===== config.mk =====
export PLATFORM = sky130hd
export DESIGN_NAME = headphone_impedance_detect_ctrl
export DESIGN_NICKNAME = d
export VERILOG_FILES = /design/src/dummy_end_marker_not_used.sv /design/src/hp_detect_pkg.sv /design/src/hp_detect_measure.sv /design/src/headphone_impedance_detect_ctrl.sv
export VERILOG_INCLUDE_DIRS = /design/src
export SDC_FILE = /design/constraint.sdc
export NUM_CORES = 1
export LEC_CHECK = 0
export BUFFER_PORTS_ARGS = -buffer_cell sky130_fd_sc_hd__buf_2
export CORE_ASPECT_RATIO = 1.4
export CORE_MARGIN = 1
export CORE_UTILIZATION = 52
export CTS_CLUSTER_DIAMETER = 200
export DETAILED_ROUTE_END_ITERATION = 16
export PLACE_DENSITY_LB_ADDON = 0.08
export SYNTH_ARGS = -nofsm -noshare
export SYNTH_HDL_FRONTEND = slang
export SYNTH_SLANG_ARGS = --single-unit

===== constraint.sdc =====
create_clock -name pclk -period 3.5 [get_ports pclk]
set_input_delay 0.525 -clock pclk [delete_from_list [all_inputs] [get_ports pclk]]
set_output_delay 0.525 -clock pclk [all_outputs]
set_load 0.005 [all_outputs]

===== src/hp_detect_consts.svh =====
// Operation
// right follower held off during right detection
// right input clamp cleared during right detection
// right output clamp inverted, set during detection
// right clamp and follower bits follow output enable
// pin select routes detect and feedback pins
// mode field decodes five detect modes
// range field selects four impedance ranges
// range acts only in sense-pin modes
// hold time field selects eight hold lengths
// clock field sets current source tick rate
// ramp bit selects normal or fast ramp
// writing trigger one starts a measurement
// done flag reads one when finished
// level field in half-ohm steps, saturating
// level meaningful only in detect modes
// software re-ranges on out-of-range level
// level zero below range minimum; code reports the shifted raw code with no minimum check
// raw ten-bit code readable, reset zero
// software sets test capacitor during detection
// done stays set until next trigger
// software trusts raw code 169 to 1019
// completion offered as interrupt event pulse
// trigger self-clears, clears done, restarts
`ifndef HP_DETECT_CONSTS_SVH
`define HP_DETECT_CONSTS_SVH

// register indices, byte address is four times the index
`define HPD_IDX_RIGHT_CTRL    14'h0226
`define HPD_IDX_ACC_MODE      14'h0293
`define HPD_IDX_CONFIG        14'h029b
`define HPD_IDX_RESULT        14'h029c
`define HPD_IDX_RAW           14'h029d
`define HPD_IDX_TEST_CAP      14'h04a4

// field positions
`define HPD_FLWR_BIT          2
`define HPD_SHRTI_BIT         1
`define HPD_SHRTO_BIT         0
`define HPD_SRC_BIT           13
`define HPD_MODE_LSB          0
`define HPD_RANGE_LSB         9
`define HPD_HOLD_LSB          5
`define HPD_DIV_LSB           3
`define HPD_RATE_BIT          1
`define HPD_TRIG_BIT          0
`define HPD_DONE_BIT          15
`define HPD_LVL_LSB           0
`define HPD_RAW_LSB           0
`define HPD_CAP_LSB           0

// reset values
`define HPD_FLWR_RST          1'h1
`define HPD_SHRTI_RST         1'h1
`define HPD_SHRTO_RST         1'h0
`define HPD_SRC_RST           1'h0
`define HPD_MODE_RST          3'h0
`define HPD_RANGE_RST         2'h0
`define HPD_HOLD_RST          3'h1
`define HPD_DIV_RST           2'h1
`define HPD_RATE_RST          1'h0
`define HPD_CAP_RST           2'h3
`define HPD_CAP_DETECT        2'h1

// timing
`define HPD_CLK_HZ            20000000
`define HPD_BASE_DET_HZ       32000
`define HPD_TICK_CYCLES       (`HPD_CLK_HZ / `HPD_BASE_DET_HZ)

// level scaling
`define HPD_LVL_MAX           15'h4e20
`define HPD_MIC_SHIFT         4

`endif


===== src/dummy_end_marker_not_used.sv =====
`default_nettype none
`default_nettype wire


===== src/hp_detect_pkg.sv =====
package hp_detect_pkg;

    typedef enum logic [2:0]
    {
        ST_IDLE      = 3'h0,
        ST_RAMP_UP   = 3'h1,
        ST_HOLD      = 3'h3,
        ST_RAMP_DOWN = 3'h2,
        ST_FINISH    = 3'h6
    } meas_state_e;

    typedef enum logic [2:0]
    {
        MODE_MIC_DISCRETE = 3'h0,
        MODE_HP_LEFT      = 3'h1,
        MODE_HP_RIGHT     = 3'h2,
        MODE_HP_MIC       = 3'h4,
        MODE_MIC_ADC      = 3'h7
    } detect_mode_e;

    typedef struct packed
    {
        logic [9:0] dac_code;
        logic       src_en;
        logic [1:0] impedance_range_sel;
    } current_src_s;

    typedef struct packed
    {
        logic mic_sense_pin_a;
        logic mic_sense_pin_b;
        logic ground_feedback_pin_a;
        logic ground_feedback_pin_b;
        logic left_impedance_sense_pin;
        logic right_impedance_sense_pin;
        logic mic_discrete;
        logic mic_headphone;
        logic mic_adc;
    } route_s;

    typedef struct packed
    {
        logic       right_out_follower_en;
        logic       right_out_input_clamp;
        logic       right_out_output_clamp_n;
        logic [1:0] test_cap_select;
    } right_out_s;

endpackage


===== src/hp_detect_measure.sv =====
`timescale 1ns/1ns
`default_nettype none
`include "hp_detect_consts.svh"

module hp_detect_measure
#(
    parameter int TICK_CYCLES = `HPD_TICK_CYCLES
)
(
    input  wire logic       pclk,
    input  wire logic       presetn,
    input  wire logic       ce,
    input  wire logic       start,
    input  wire logic       run_en,
    input  wire logic       fast_ramp,
    input  wire logic [2:0] hold_sel,
    input  wire logic [1:0] clk_rate,
    input  wire logic       sense_trip,
    output logic      [9:0] dac_code,
    output logic            src_en,
    output logic      [9:0] raw_code,
    output logic            done_pulse
);
    import hp_detect_pkg::*;

    meas_state_e state_reg;
    meas_state_e state_next;
    logic [12:0] tick_cnt_reg;
    logic [12:0] tick_limit;
    logic        tick;
    logic [10:0] hold_cnt_reg;
    logic [10:0] hold_len;
    logic [9:0]  dac_reg;
    logic [9:0]  raw_reg;
    logic [9:0]  step;
    logic [10:0] up_sum;

    function automatic logic [10:0] hold_cycles(input logic [2:0] sel);
        case (sel)
            3'h0:    hold_cycles = 11'h001;
            3'h1:    hold_cycles = 11'h004;
            3'h2:    hold_cycles = 11'h010;
            3'h3:    hold_cycles = 11'h040;
            3'h4:    hold_cycles = 11'h100;
            3'h5:    hold_cycles = 11'h200;
            3'h6:    hold_cycles = 11'h300;
            default: hold_cycles = 11'h400;
        endcase
    endfunction

    //****************************************************************
    // detect clock tick
    //****************************************************************
    assign tick_limit = 13'(TICK_CYCLES) << clk_rate;
    assign tick       = (tick_cnt_reg == tick_limit - 13'h1);

    always_ff @(posedge pclk or negedge presetn)
    begin
        if (!presetn)
            tick_cnt_reg <= 13'h0;
        else if (ce)
        begin
            if (start || tick)
                tick_cnt_reg <= 13'h0;
            else
                tick_cnt_reg <= tick_cnt_reg + 13'h1;
        end
    end

    //****************************************************************
    // sequencer
    //****************************************************************
    assign step     = fast_ramp ? 10'h004 : 10'h001;
    assign up_sum   = {1'b0, dac_reg} + {1'b0, step};
    assign hold_len = hold_cycles(hold_sel);

    always_comb
    begin
        state_next = state_reg;
        case (state_reg)
            ST_IDLE:
                state_next = ST_IDLE;
            ST_RAMP_UP:
                if (tick && (sense_trip || dac_reg == 10'h3ff))
                    state_next = ST_HOLD;
            ST_HOLD:
                if (tick && hold_cnt_reg == hold_len - 11'h1)
                    state_next = ST_RAMP_DOWN;
            ST_RAMP_DOWN:
                if (tick && dac_reg <= step)
                    state_next = ST_FINISH;
            ST_FINISH:
                state_next = ST_IDLE;
            default:
                state_next = ST_IDLE;
        endcase
        if (start)
            state_next = run_en ? ST_RAMP_UP : ST_FINISH;
    end

    always_ff @(posedge pclk or negedge presetn)
    begin
        if (!presetn)
            state_reg <= ST_IDLE;
        else if (ce)
            state_reg <= state_next;
    end

    always_ff @(posedge pclk or negedge presetn)
    begin
        if (!presetn)
            hold_cnt_reg <= 11'h0;
        else if (ce)
        begin
            if (state_reg != ST_HOLD)
                hold_cnt_reg <= 11'h0;
            else if (tick)
                hold_cnt_reg <= hold_cnt_reg + 11'h1;
        end
    end

    // current source code ramps up to the trip, then back to zero
    always_ff @(posedge pclk or negedge presetn)
    begin
        if (!presetn)
            dac_reg <= 10'h0;
        else if (ce)
        begin
            if (start)
                dac_reg <= 10'h0;
            else if (tick && state_reg == ST_RAMP_UP && state_next == ST_RAMP_UP)
                dac_reg <= up_sum[10] ? 10'h3ff : up_sum[9:0];
            else if (tick && state_reg == ST_RAMP_DOWN)
                dac_reg <= (dac_reg <= step) ? 10'h0 : dac_reg - step;
        end
    end

    always_ff @(posedge pclk or negedge presetn)
    begin
        if (!presetn)
            raw_reg <= 10'h0;
        else if (ce)
        begin
            if (start && !run_en)
                raw_reg <= 10'h0;
            else if (state_reg == ST_RAMP_UP && state_next == ST_HOLD)
                raw_reg <= dac_reg;
        end
    end

    assign dac_code   = dac_reg;
    assign raw_code   = raw_reg;
    assign src_en     = (state_reg == ST_RAMP_UP) || (state_reg == ST_HOLD)
                        || (state_reg == ST_RAMP_DOWN);
    assign done_pulse = (state_reg == ST_FINISH) && ce;

endmodule
`default_nettype wire


===== src/headphone_impedance_detect_ctrl.sv =====
// Local design decision: register access over APB.
`timescale 1ns/1ns
`default_nettype none
`include "hp_detect_consts.svh"

module headphone_impedance_detect_ctrl
#(
    parameter int TICK_CYCLES = `HPD_TICK_CYCLES
)
(
    input  wire logic                        pclk,
    input  wire logic                        presetn,
    input  wire logic                        ce,
    input  wire logic                        psel,
    input  wire logic                        penable,
    input  wire logic                        pwrite,
    input  wire logic [15:0]                 paddr,
    input  wire logic [31:0]                 pwdata,
    input  wire logic [3:0]                  pstrb,
    output logic      [31:0]                 prdata,
    output logic                             pready,
    output logic                             pslverr,
    input  wire logic                        right_out_enable,
    input  wire logic                        sense_trip_async,
    output hp_detect_pkg::current_src_s      current_src,
    output hp_detect_pkg::route_s            route,
    output hp_detect_pkg::right_out_s        right_out,
    output logic                             measure_done_event
);
    import hp_detect_pkg::*;

    localparam int SEL_NONE  = 0;
    localparam int SEL_RIGHT = 1;
    localparam int SEL_ACC   = 2;
    localparam int SEL_CFG   = 3;
    localparam int SEL_RES   = 4;
    localparam int SEL_RAW   = 5;
    localparam int SEL_CAP   = 6;

    logic        follower_reg;
    logic        in_clamp_reg;
    logic        out_clamp_n_reg;
    logic        pin_sel_reg;
    logic [2:0]  mode_reg;
    logic [1:0]  range_reg;
    logic [2:0]  hold_reg;
    logic [1:0]  rate_reg;
    logic        ramp_fast_reg;
    logic        done_reg;
    logic [14:0] level_reg;
    logic [1:0]  cap_reg;
    logic [31:0] prdata_reg;
    logic        right_en_d_reg;
    logic        trip_meta_reg;
    logic        trip_sync_reg;

    logic [2:0]  wsel;
    logic [2:0]  rsel;
    logic        wr_en;
    logic        wr_lo;
    logic        wr_hi;
    logic        trigger;
    logic        right_rise;
    logic        right_fall;
    logic        meas_done;
    logic [9:0]  dac_code;
    logic        src_en;
    logic [9:0]  raw_code;
    logic [31:0] rd_value;

    //****************************************************************
    // decode helpers
    //****************************************************************
    function automatic logic [2:0] reg_sel(input logic [15:0] addr);
        if (addr[1:0] != 2'h0)
            reg_sel = 3'(SEL_NONE);
        else
        begin
            case (addr[15:2])
                `HPD_IDX_RIGHT_CTRL: reg_sel = 3'(SEL_RIGHT);
                `HPD_IDX_ACC_MODE:   reg_sel = 3'(SEL_ACC);
                `HPD_IDX_CONFIG:     reg_sel = 3'(SEL_CFG);
                `HPD_IDX_RESULT:     reg_sel = 3'(SEL_RES);
                `HPD_IDX_RAW:        reg_sel = 3'(SEL_RAW);
                `HPD_IDX_TEST_CAP:   reg_sel = 3'(SEL_CAP);
                default:             reg_sel = 3'(SEL_NONE);
            endcase
        end
    endfunction

    // headphone sense-pin modes
    function automatic logic is_sense_mode(input logic [2:0] mode);
        is_sense_mode = (mode == MODE_HP_LEFT) || (mode == MODE_HP_RIGHT);
    endfunction

    // any headphone impedance mode
    function automatic logic is_hp_mode(input logic [2:0] mode);
        is_hp_mode = is_sense_mode(mode) || (mode == MODE_HP_MIC);
    endfunction

    // half-ohm level from captured code, saturating at top of scale
    function automatic logic [14:0] level_of(input logic [9:0] code,
                                             input logic [2:0] mode,
                                             input logic [1:0] range);
        logic [20:0] wide;
        wide = 21'h0;
        if (mode == MODE_HP_MIC)
            wide = {11'h0, code} << `HPD_MIC_SHIFT;
        else if (is_sense_mode(mode))
            wide = {11'h0, code} << (3 * range);
        if (!is_hp_mode(mode))
            level_of = 15'h0;
        else if (wide > {6'h0, `HPD_LVL_MAX})
            level_of = `HPD_LVL_MAX;
        else
            level_of = wide[14:0];
    endfunction

    //****************************************************************
    // apb slave
    //****************************************************************
    assign wsel    = reg_sel(paddr);
    assign rsel    = wsel;
    assign wr_en   = psel && penable && pwrite && ce;
    assign wr_lo   = wr_en && pstrb[0];
    assign wr_hi   = wr_en && pstrb[1];
    assign trigger = wr_lo && (wsel == 3'(SEL_CFG)) && pwdata[`HPD_TRIG_BIT];
    assign pready  = ce;
    assign pslverr = psel && penable && (wsel == 3'(SEL_NONE));
    assign prdata  = prdata_reg;

    always_comb
    begin
        rd_value = 32'h0;
        case (rsel)
            3'(SEL_RIGHT):
            begin
                rd_value[`HPD_FLWR_BIT]  = follower_reg;
                rd_value[`HPD_SHRTI_BIT] = in_clamp_reg;
                rd_value[`HPD_SHRTO_BIT] = out_clamp_n_reg;
            end
            3'(SEL_ACC):
            begin
                rd_value[`HPD_SRC_BIT]                   = pin_sel_reg;
                rd_value[`HPD_MODE_LSB +: 3]             = mode_reg;
            end
            3'(SEL_CFG):
            begin
                rd_value[`HPD_RANGE_LSB +: 2] = range_reg;
                rd_value[`HPD_HOLD_LSB +: 3]  = hold_reg;
                rd_value[`HPD_DIV_LSB +: 2]   = rate_reg;
                rd_value[`HPD_RATE_BIT]       = ramp_fast_reg;
            end
            3'(SEL_RES):
            begin
                rd_value[`HPD_DONE_BIT]       = done_reg;
                rd_value[`HPD_LVL_LSB +: 15]  = level_reg;
            end
            3'(SEL_RAW):
                rd_value[`HPD_RAW_LSB +: 10] = raw_code;
            3'(SEL_CAP):
                rd_value[`HPD_CAP_LSB +: 2] = cap_reg;
            default:
                rd_value = 32'h0;
        endcase
    end

    // read data caught in the setup cycle, held through the access
    always_ff @(posedge pclk or negedge presetn)
    begin
        if (!presetn)
            prdata_reg <= 32'h0;
        else if (ce && psel && !penable)
            prdata_reg <= pwrite ? 32'h0 : rd_value;
    end

    //****************************************************************
    // right output control
    //****************************************************************
    assign right_rise = right_out_enable && !right_en_d_reg;
    assign right_fall = !right_out_enable && right_en_d_reg;

    always_ff @(posedge pclk or negedge presetn)
    begin
        if (!presetn)
            right_en_d_reg <= 1'b0;
        else if (ce)
            right_en_d_reg <= right_out_enable;
    end

    // output enable edge overrides a software write in the same cycle
    always_ff @(posedge pclk or negedge presetn)
    begin
        if (!presetn)
        begin
            follower_reg    <= `HPD_FLWR_RST;
            in_clamp_reg    <= `HPD_SHRTI_RST;
            out_clamp_n_reg <= `HPD_SHRTO_RST;
        end
        else if (ce)
        begin
            if (right_rise)
            begin
                follower_reg    <= 1'b1;
                in_clamp_reg    <= 1'b0;
                out_clamp_n_reg <= 1'b1;
            end
            else if (right_fall)
            begin
                follower_reg    <= `HPD_FLWR_RST;
                in_clamp_reg    <= `HPD_SHRTI_RST;
                out_clamp_n_reg <= `HPD_SHRTO_RST;
            end
            else if (wr_lo && wsel == 3'(SEL_RIGHT))
            begin
                follower_reg    <= pwdata[`HPD_FLWR_BIT];
                in_clamp_reg    <= pwdata[`HPD_SHRTI_BIT];
                out_clamp_n_reg <= pwdata[`HPD_SHRTO_BIT];
            end
        end
    end

    //****************************************************************
    // mode, configuration and test capacitor registers
    //****************************************************************
    always_ff @(posedge pclk or negedge presetn)
    begin
        if (!presetn)
        begin
            pin_sel_reg <= `HPD_SRC_RST;
            mode_reg    <= `HPD_MODE_RST;
        end
        else if (ce && wsel == 3'(SEL_ACC))
        begin
            if (wr_hi)
                pin_sel_reg <= pwdata[`HPD_SRC_BIT];
            if (wr_lo)
                mode_reg <= pwdata[`HPD_MODE_LSB +: 3];
        end
    end

    always_ff @(posedge pclk or negedge presetn)
    begin
        if (!presetn)
        begin
            range_reg     <= `HPD_RANGE_RST;
            hold_reg      <= `HPD_HOLD_RST;
            rate_reg      <= `HPD_DIV_RST;
            ramp_fast_reg <= `HPD_RATE_RST;
        end
        else if (ce && wsel == 3'(SEL_CFG))
        begin
            if (wr_hi)
                range_reg[1] <= pwdata[`HPD_RANGE_LSB + 1];
            if (wr_lo)
            begin
                range_reg[0]  <= pwdata[`HPD_RANGE_LSB];
                hold_reg      <= pwdata[`HPD_HOLD_LSB +: 3];
                rate_reg      <= pwdata[`HPD_DIV_LSB +: 2];
                ramp_fast_reg <= pwdata[`HPD_RATE_BIT];
            end
        end
    end

    always_ff @(posedge pclk or negedge presetn)
    begin
        if (!presetn)
            cap_reg <= `HPD_CAP_RST;
        else if (ce && wr_lo && wsel == 3'(SEL_CAP))
            cap_reg <= pwdata[`HPD_CAP_LSB +: 2];
    end

    //****************************************************************
    // comparator synchroniser
    //****************************************************************
    always_ff @(posedge pclk or negedge presetn)
    begin
        if (!presetn)
        begin
            trip_meta_reg <= 1'b0;
            trip_sync_reg <= 1'b0;
        end
        else if (ce)
        begin
            trip_meta_reg <= sense_trip_async;
            trip_sync_reg <= trip_meta_reg;
        end
    end

    //****************************************************************
    // measurement sequencer
    //****************************************************************
    hp_detect_measure
    #(
        .TICK_CYCLES (TICK_CYCLES)
    )
    u_measure
    (
        .pclk       (pclk),
        .presetn    (presetn),
        .ce         (ce),
        .start      (trigger),
        .run_en     (is_hp_mode(mode_reg)),
        .fast_ramp  (ramp_fast_reg),
        .hold_sel   (hold_reg),
        .clk_rate   (rate_reg),
        .sense_trip (trip_sync_reg),
        .dac_code   (dac_code),
        .src_en     (src_en),
        .raw_code   (raw_code),
        .done_pulse (meas_done)
    );

    //****************************************************************
    // result
    //****************************************************************
    // completion wins over a trigger in the same cycle
    always_ff @(posedge pclk or negedge presetn)
    begin
        if (!presetn)
            done_reg <= 1'b0;
        else if (ce)
        begin
            if (meas_done)
                done_reg <= 1'b1;
            else if (trigger)
                done_reg <= 1'b0;
        end
    end

    always_ff @(posedge pclk or negedge presetn)
    begin
        if (!presetn)
            level_reg <= 15'h0;
        else if (ce && meas_done)
            level_reg <= level_of(raw_code, mode_reg, range_reg);
    end

    assign measure_done_event = meas_done;

    //****************************************************************
    // analogue side
    //****************************************************************
    always_comb
    begin
        current_src.dac_code            = dac_code;
        current_src.src_en              = src_en;
        current_src.impedance_range_sel = is_sense_mode(mode_reg) ? range_reg : 2'h0;

        route.mic_sense_pin_a           = !pin_sel_reg;
        route.mic_sense_pin_b           = pin_sel_reg;
        route.ground_feedback_pin_a     = !pin_sel_reg;
        route.ground_feedback_pin_b     = pin_sel_reg;
        route.left_impedance_sense_pin  = (mode_reg == MODE_HP_LEFT);
        route.right_impedance_sense_pin = (mode_reg == MODE_HP_RIGHT);
        route.mic_discrete              = (mode_reg == MODE_MIC_DISCRETE);
        route.mic_headphone             = (mode_reg == MODE_HP_MIC);
        route.mic_adc                   = (mode_reg == MODE_MIC_ADC);

        right_out.right_out_follower_en    = follower_reg;
        right_out.right_out_input_clamp    = in_clamp_reg;
        right_out.right_out_output_clamp_n = out_clamp_n_reg;
        right_out.test_cap_select          = cap_reg;
    end

endmodule
`default_nettype wire


Yosys cells after proc, flatten, opt, wreduce, memory -nomap -nowiden:

Cells that the tools add are included.
Widths: inputs -> output; s select.

* input bits: 60
* register bits: 115

* reductions and logical operators: 56
* add/subtract/negate cells: 6
* multipliers: 1
* muxes and demuxes: 48
* eq/ne operators: 32
* shift operators: 2
* order comparisons: 2

Operator list (count)
* $pmux 11 s7: 1
* $eq 14x10->1 const B: 5
* $mux 10: 7
* $mux 21: 3
* $mux 15: 2
* $eq 3x3->1 const B: 9
* $logic_and 1x1->1: 27
* $eq 3x2->1 const B: 8
* $mux 11: 2
* $gt 21x15->1 const B: 1
* $mux 3: 7
* $shl 10x4->21: 1
* $pmux 3 s6: 1
* $reduce_and 2->1: 9
* $mux 16: 1
* $eq 3x1->1 const B: 5
* $pmux 5 s3: 1
* $eq 14x11->1 const B: 1
* $add 13x1->13 const B: 1
* $eq 13x13->1: 1
* $mux 13: 1
* $shl 10x2->13 const A: 1
* $sub 13x1->13 const B: 1
* $add 10x10->11: 1
* 21 further kinds: 50

Longest topological paths before layout:

* depth in word-level cells: 12
* depth in mapped cells: 13
* depth with buffers taken out: 10

By module:

A second synthesis with hierarchy kept.

* cells, all modules: 780
* area, all modules: 7208.2 um^2

Modules (own cells, without submodules)
* headphone_impedance_detect_ctrl: cells an instance 409, instances 1, area each 3852.4 um^2, sequential area each 1308.8 um^2
* hp_detect_measure: cells an instance 371, instances 1, area each 3355.7 um^2, sequential area each 1176.1 um^2

Worst setup path after synthesis:

Ideal clock, no wire load.

* path kind: register -> register
* start point: reg range_reg[0]
* end point: reg level_reg[5]
* setup time: 0.123 ns
* cell stages (with the launch flop): 13
* period minus slack after synthesis: 2.918 ns
* slack: 0.582 ns
* required time: 3.377 ns
* arrival time: 2.795 ns
* cell sequence: dfrtp_1 buf_6 buf_6 inv_1 ha_1 buf_4 mux2_2 mux2i_1 a32oi_1 o311ai_1 and3_1 a31oi_1 o221a_1

* cells in the longest elaborated chain, start to end: 8

Ends and longest elaborated chain
* start, declared: line headphone_impedance_detect_ctrl.sv:45 `logic [1:0] range_reg;`
* start signal, assigned: line headphone_impedance_detect_ctrl.sv:246 `` range_reg <= `HPD_RANGE_RST; ``
* start signal, assigned: line headphone_impedance_detect_ctrl.sv:257 `` range_reg[0] <= pwdata[`HPD_RANGE_LSB]; ``
* $mul 2x2->4 *: line headphone_impedance_detect_ctrl.sv:110 `wide = {11'h0, code} << (3 * range);`
* $shl 10x4->21 *: line headphone_impedance_detect_ctrl.sv:110
* $mux 21 *: line headphone_impedance_detect_ctrl.sv:109 `else if (is_sense_mode(mode))`
* $mux 21 *: line headphone_impedance_detect_ctrl.sv:107 `if (mode == MODE_HP_MIC)`
* $mux 21 *: line headphone_impedance_detect_ctrl.sv:335 `else if (ce && meas_done)`
* $gt 21x15->1: line headphone_impedance_detect_ctrl.sv:113 `` else if (wide > {6'h0, `HPD_LVL_MAX}) ``
* $mux 15 *: line headphone_impedance_detect_ctrl.sv:113
* $mux 15 *: line headphone_impedance_detect_ctrl.sv:111 `if (!is_hp_mode(mode))`
* end signal, assigned: line headphone_impedance_detect_ctrl.sv:336 `level_reg <= level_of(raw_code, mode_reg, range_reg);`
* end, declared: line headphone_impedance_detect_ctrl.sv:50 `logic [14:0] level_reg;`

Mark *: on every way between the ends. The rest lies on a longest branch, timed or not. The select of a mux whose other input is x is not followed.
A chain may end at the register's enable or synchronous reset.

Worst setup path after layout:

* start point: reg range_reg[1]
* end point: reg level_reg[5]

The elaborated chain is that of the path after synthesis.

==> flow_metrics.py <==
metrics = {
    "sta": {
        "setup_viol": 0,
        "slew_violations": 0,
        "worstMarginPinSlew_ns": 1.067,
        "worst_clock_skew_ns": 0.009486,
        "hold_viol": 0,
        "fin_crit_sh": 0.9163,
        "fin_crit_ns": 3.207,
        "rsz0062_at_grt": "false",
        "fmax_ghz": 0.3118,
        "setup_tns_ns": 0,
        "slew_headroom": 0.2889,
    },
    "die": {
        "floorplan.die_area_sq_mm": 0.01404,
        "placeableCoreArea_sq_mm": 0.01333,
        "ios": 122,
        "rows": 50,
        "dieHeight_um": 139.8,
        "die_w_um": 100.4,
        "initial_core_util": 0.5293,
    },
    "critical_path": {
        "critPathLaunchType": "flop",
        "crit_path_start": "range_reg[1]",
        "worst-path-max-fanout": 18,
        "reg2regPathDepth": 8,
        "end_kind": "flop",
        "crit_arrival_ns": 3.44,
        "criticalPathCategory": "reg -> reg",
        "r2r_start": "range_reg[1]",
        "rrSetupSlack_ns": 0.29,
        "required_ns": 3.74,
    },
    "synthesis": {
        "synthXorXnorAreaFrac": 0.04595,
        "synth_ff_type": "dfrtp_1",
        "yosysSeqAreaShare": 0.3523,
        "async_reset_ff_frac": 1.000,
        "synthAdderAreaFrac": 0.03371,
        "synthMuxAreaShare": 0.09154,
        "synth_edf_count": 0,
        "synth_area_per_cell_sq_um": 9.042,
        "synthDistinctLibCells": 79,
        "ys_ff_latch": 99,
        "synth_top_family_by_area": "simple AND/OR/NAND/NOR gates",
        "synth.cell_area_sq_mm": 0.007053,
        "ys_warn_count": 0,
        "synth-compound-area-share": 0.1770,
        "synthCells": 780,
        "synth-simple-area-share": 0.2319,
    },
    "grt": {
        "antenna_found_initial": 0,
        "overflow": 0,
        "grt_max_degree": 81,
        "grt_pass1_vias": 6227,
        "grt_pass1_wl_um": 31950,
        "track_usage": 0.2917,
    },
    "routing": {
        "wl_um": 19840,
        "dr.pass1.iters": 4,
        "antenna_left": 0,
        "drtIter0Drc": 363,
        "wl_per_cell_um": 19.22,
        "via_per_inst": 6.047,
        "vias": 6241,
        "drc": 0,
    },
    "clock_network": {
        "cts_sinks": 99,
        "postCtsSetupBuffers": 0,
        "postCtsHoldBufs": 0,
        "cts_resized": 0,
        "numCtsBuffers": 9,
        "clkLatencyLatePin_ns": 0.35,
        "cts.htree.levels": 3,
        "cts-root-buf": "clkbuf_16",
        "cts_tree": "yes",
        "clkTransAtPathRegs_ns": 0.07,
        "clk_path_buf_depth": 2,
    },
    "cells_and_area": {
        "nets": 924,
        "diodes": 0,
        "largest_reg_flops": 16,
        "fillers": 1243,
        "drive_gt1_frac": 0.2224,
        "syn2layout_area_growth_pct": 10.56,
        "post-route-cell-area_sq_mm": 0.007797,
    },
    "job": {
        "cap_violations": 0,
    },
    "pwr": {
        "p_leak_nw": 3.601,
        "ir_drop_mv": 0.3274,
        "powerDensity_mw_per_mm2": 330.8,
    },
    "placement": {
        "dpl.hpwl_um": 14730,
        "portBuffers": 82,
        "gp_congestion": 0.9203,
        "place_area_sq_mm": 0.007510,
    },
    "outcome": {
        "status": "completed",
    },
    "min_path": {
        "hold_path.class": "in -> async",
    },
}
## path summary, 6_finish.rpt
path | endpoint
min in group pclk | pin_sel_reg
hold / removal | range_reg[0]
max in group asynchronous | u_measure.hold_cnt_reg[6]
setup / recovery | level_reg[5]
setup reg to reg | level_reg[5]
hold reg to reg | prdata[10]
## per-stage QoR
| step | std cells | utilization | hold WS [ns] | worst slack, ns | total power [mW] |
|---|---|---|---|---|---|
| finish | 1032 | 0.5852 | 0.3398 | 0.2930 | 2.579 |
| global route | 1032 | 0.5852 | 0.3982 | 0.1143 | 2.694 |
| CTS | 1032 | 0.5852 | 0.3725 | 0.3579 | 2.596 |
| detailed placement | 1016 | 0.5636 | 0.4613 | 0.3927 | 1.614 |
| global placement | 1016 | 0.5636 | 0.4556 | 0.4283 | 1.602 |
| floorplan | 795 | - | 0.2294 | 0.5818 | 1.503 |
## cells by family after synthesis
kind of cell               count (synthesis)
muxes                                     53
and+or+nand+nor                          303
adders and majority gates                 19
other                                      1
xor gates and xnor gates                  37
DFF                                       99
AOI/OAI and AO/OA                        183
buffers and inverters                     85
## per-layer routing
layer  GRT usage  up-vias  wire [um]
met3     0.03114       47        756
met2      0.5184      181      10470
met4      0.1320        0        661
li1            -     2934          -
met1      0.3494     3079       7949
met5           0        -          0
## power by group
group	switching, mW	total [mW]	internal [mW]
Combinational	0.160	0.286	0.125
Sequential	0.0871	1.31	1.22
Clock	0.486	0.983	0.497
Total	0.734	2.58	1.85
## worst max-delay path, cell delays in order, from the launching register on
cell and delay, ns:
dfrtp_1 0.43, ha_1 0.71, mux2_2 0.42, a21oi_1 0.44
o21ai_0 0.22, o21ai_0 0.27, a21o_1 0.16, a31oi_1 0.17
o221a_1 0.27
## Yosys cell counts (all sizes together), types with 5 or more instances
library cell | count | share of area
nor4b | 7 | 0.013
nor4 | 6 | 0.0075
or3 | 8 | 0.0071
mux4 | 5 | 0.016
xor2 | 20 | 0.025
dfstp | 6 | 0.022
inv | 20 | 0.011
xnor2 | 17 | 0.021
and3 | 11 | 0.0098
nand2 | 72 | 0.038
and2 | 13 | 0.012
nand4 | 8 | 0.0071
a22oi | 5 | 0.0053
ha | 19 | 0.034
a22o | 18 | 0.022
a221oi | 11 | 0.014
a21oi | 46 | 0.033
nand2b | 7 | 0.0062
mux2i | 9 | 0.013
nor3b | 8 | 0.0092
dfrtp | 93 | 0.33
nand3 | 34 | 0.024
clkbuf | 21 | 0.011
nor2 | 68 | 0.036
o31ai | 9 | 0.0096
mux2 | 39 | 0.062
and4 | 6 | 0.0075
nand3b | 6 | 0.0064
a211oi | 8 | 0.0092
nor3 | 20 | 0.016
o21ai | 44 | 0.032
nor2b | 9 | 0.0080
buf | 42 | 0.044
## cells in the final DEF, fill, tap and decap left out, drive strengths merged, types with 11 or more instances in the layout
| master | Yosys | layout |
|---|---|---|
| a22o | 18 | 18 |
| conb | 1 | 16 |
| buf | 42 | 102 |
| nand3 | 34 | 34 |
| nor3 | 20 | 20 |
| and3 | 11 | 11 |
| xor2 | 20 | 20 |
| a21oi | 46 | 46 |
| inv | 20 | 23 |
| dfrtp | 93 | 93 |
| and2 | 13 | 13 |
| ha | 19 | 19 |
| mux2 | 39 | 39 |
| a221oi | 11 | 11 |
| o21ai | 44 | 44 |
| nand2 | 72 | 72 |
| xnor2 | 17 | 17 |
| nor2 | 68 | 68 |
## layout make-up
| type | count | area, sq um | share of cell area |
|---|---|---|---|
| Timing Repair Buffer | 102 | 563.0 | 0.07221 |
| Sequential cell | 99 | 2485 | 0.3187 |
| Clock buffer | 9 | 225.2 | 0.02888 |
| Clock inverter | 7 | 62.56 | 0.008023 |
| Tap cell | 182 | 227.7 | 0.02920 |
| Inverter | 22 | 82.58 | 0.01059 |
| Multi-Input combinational cell | 611 | 4151 | 0.5324 |
Note: power is estimated with default switching activity, not from simulation.
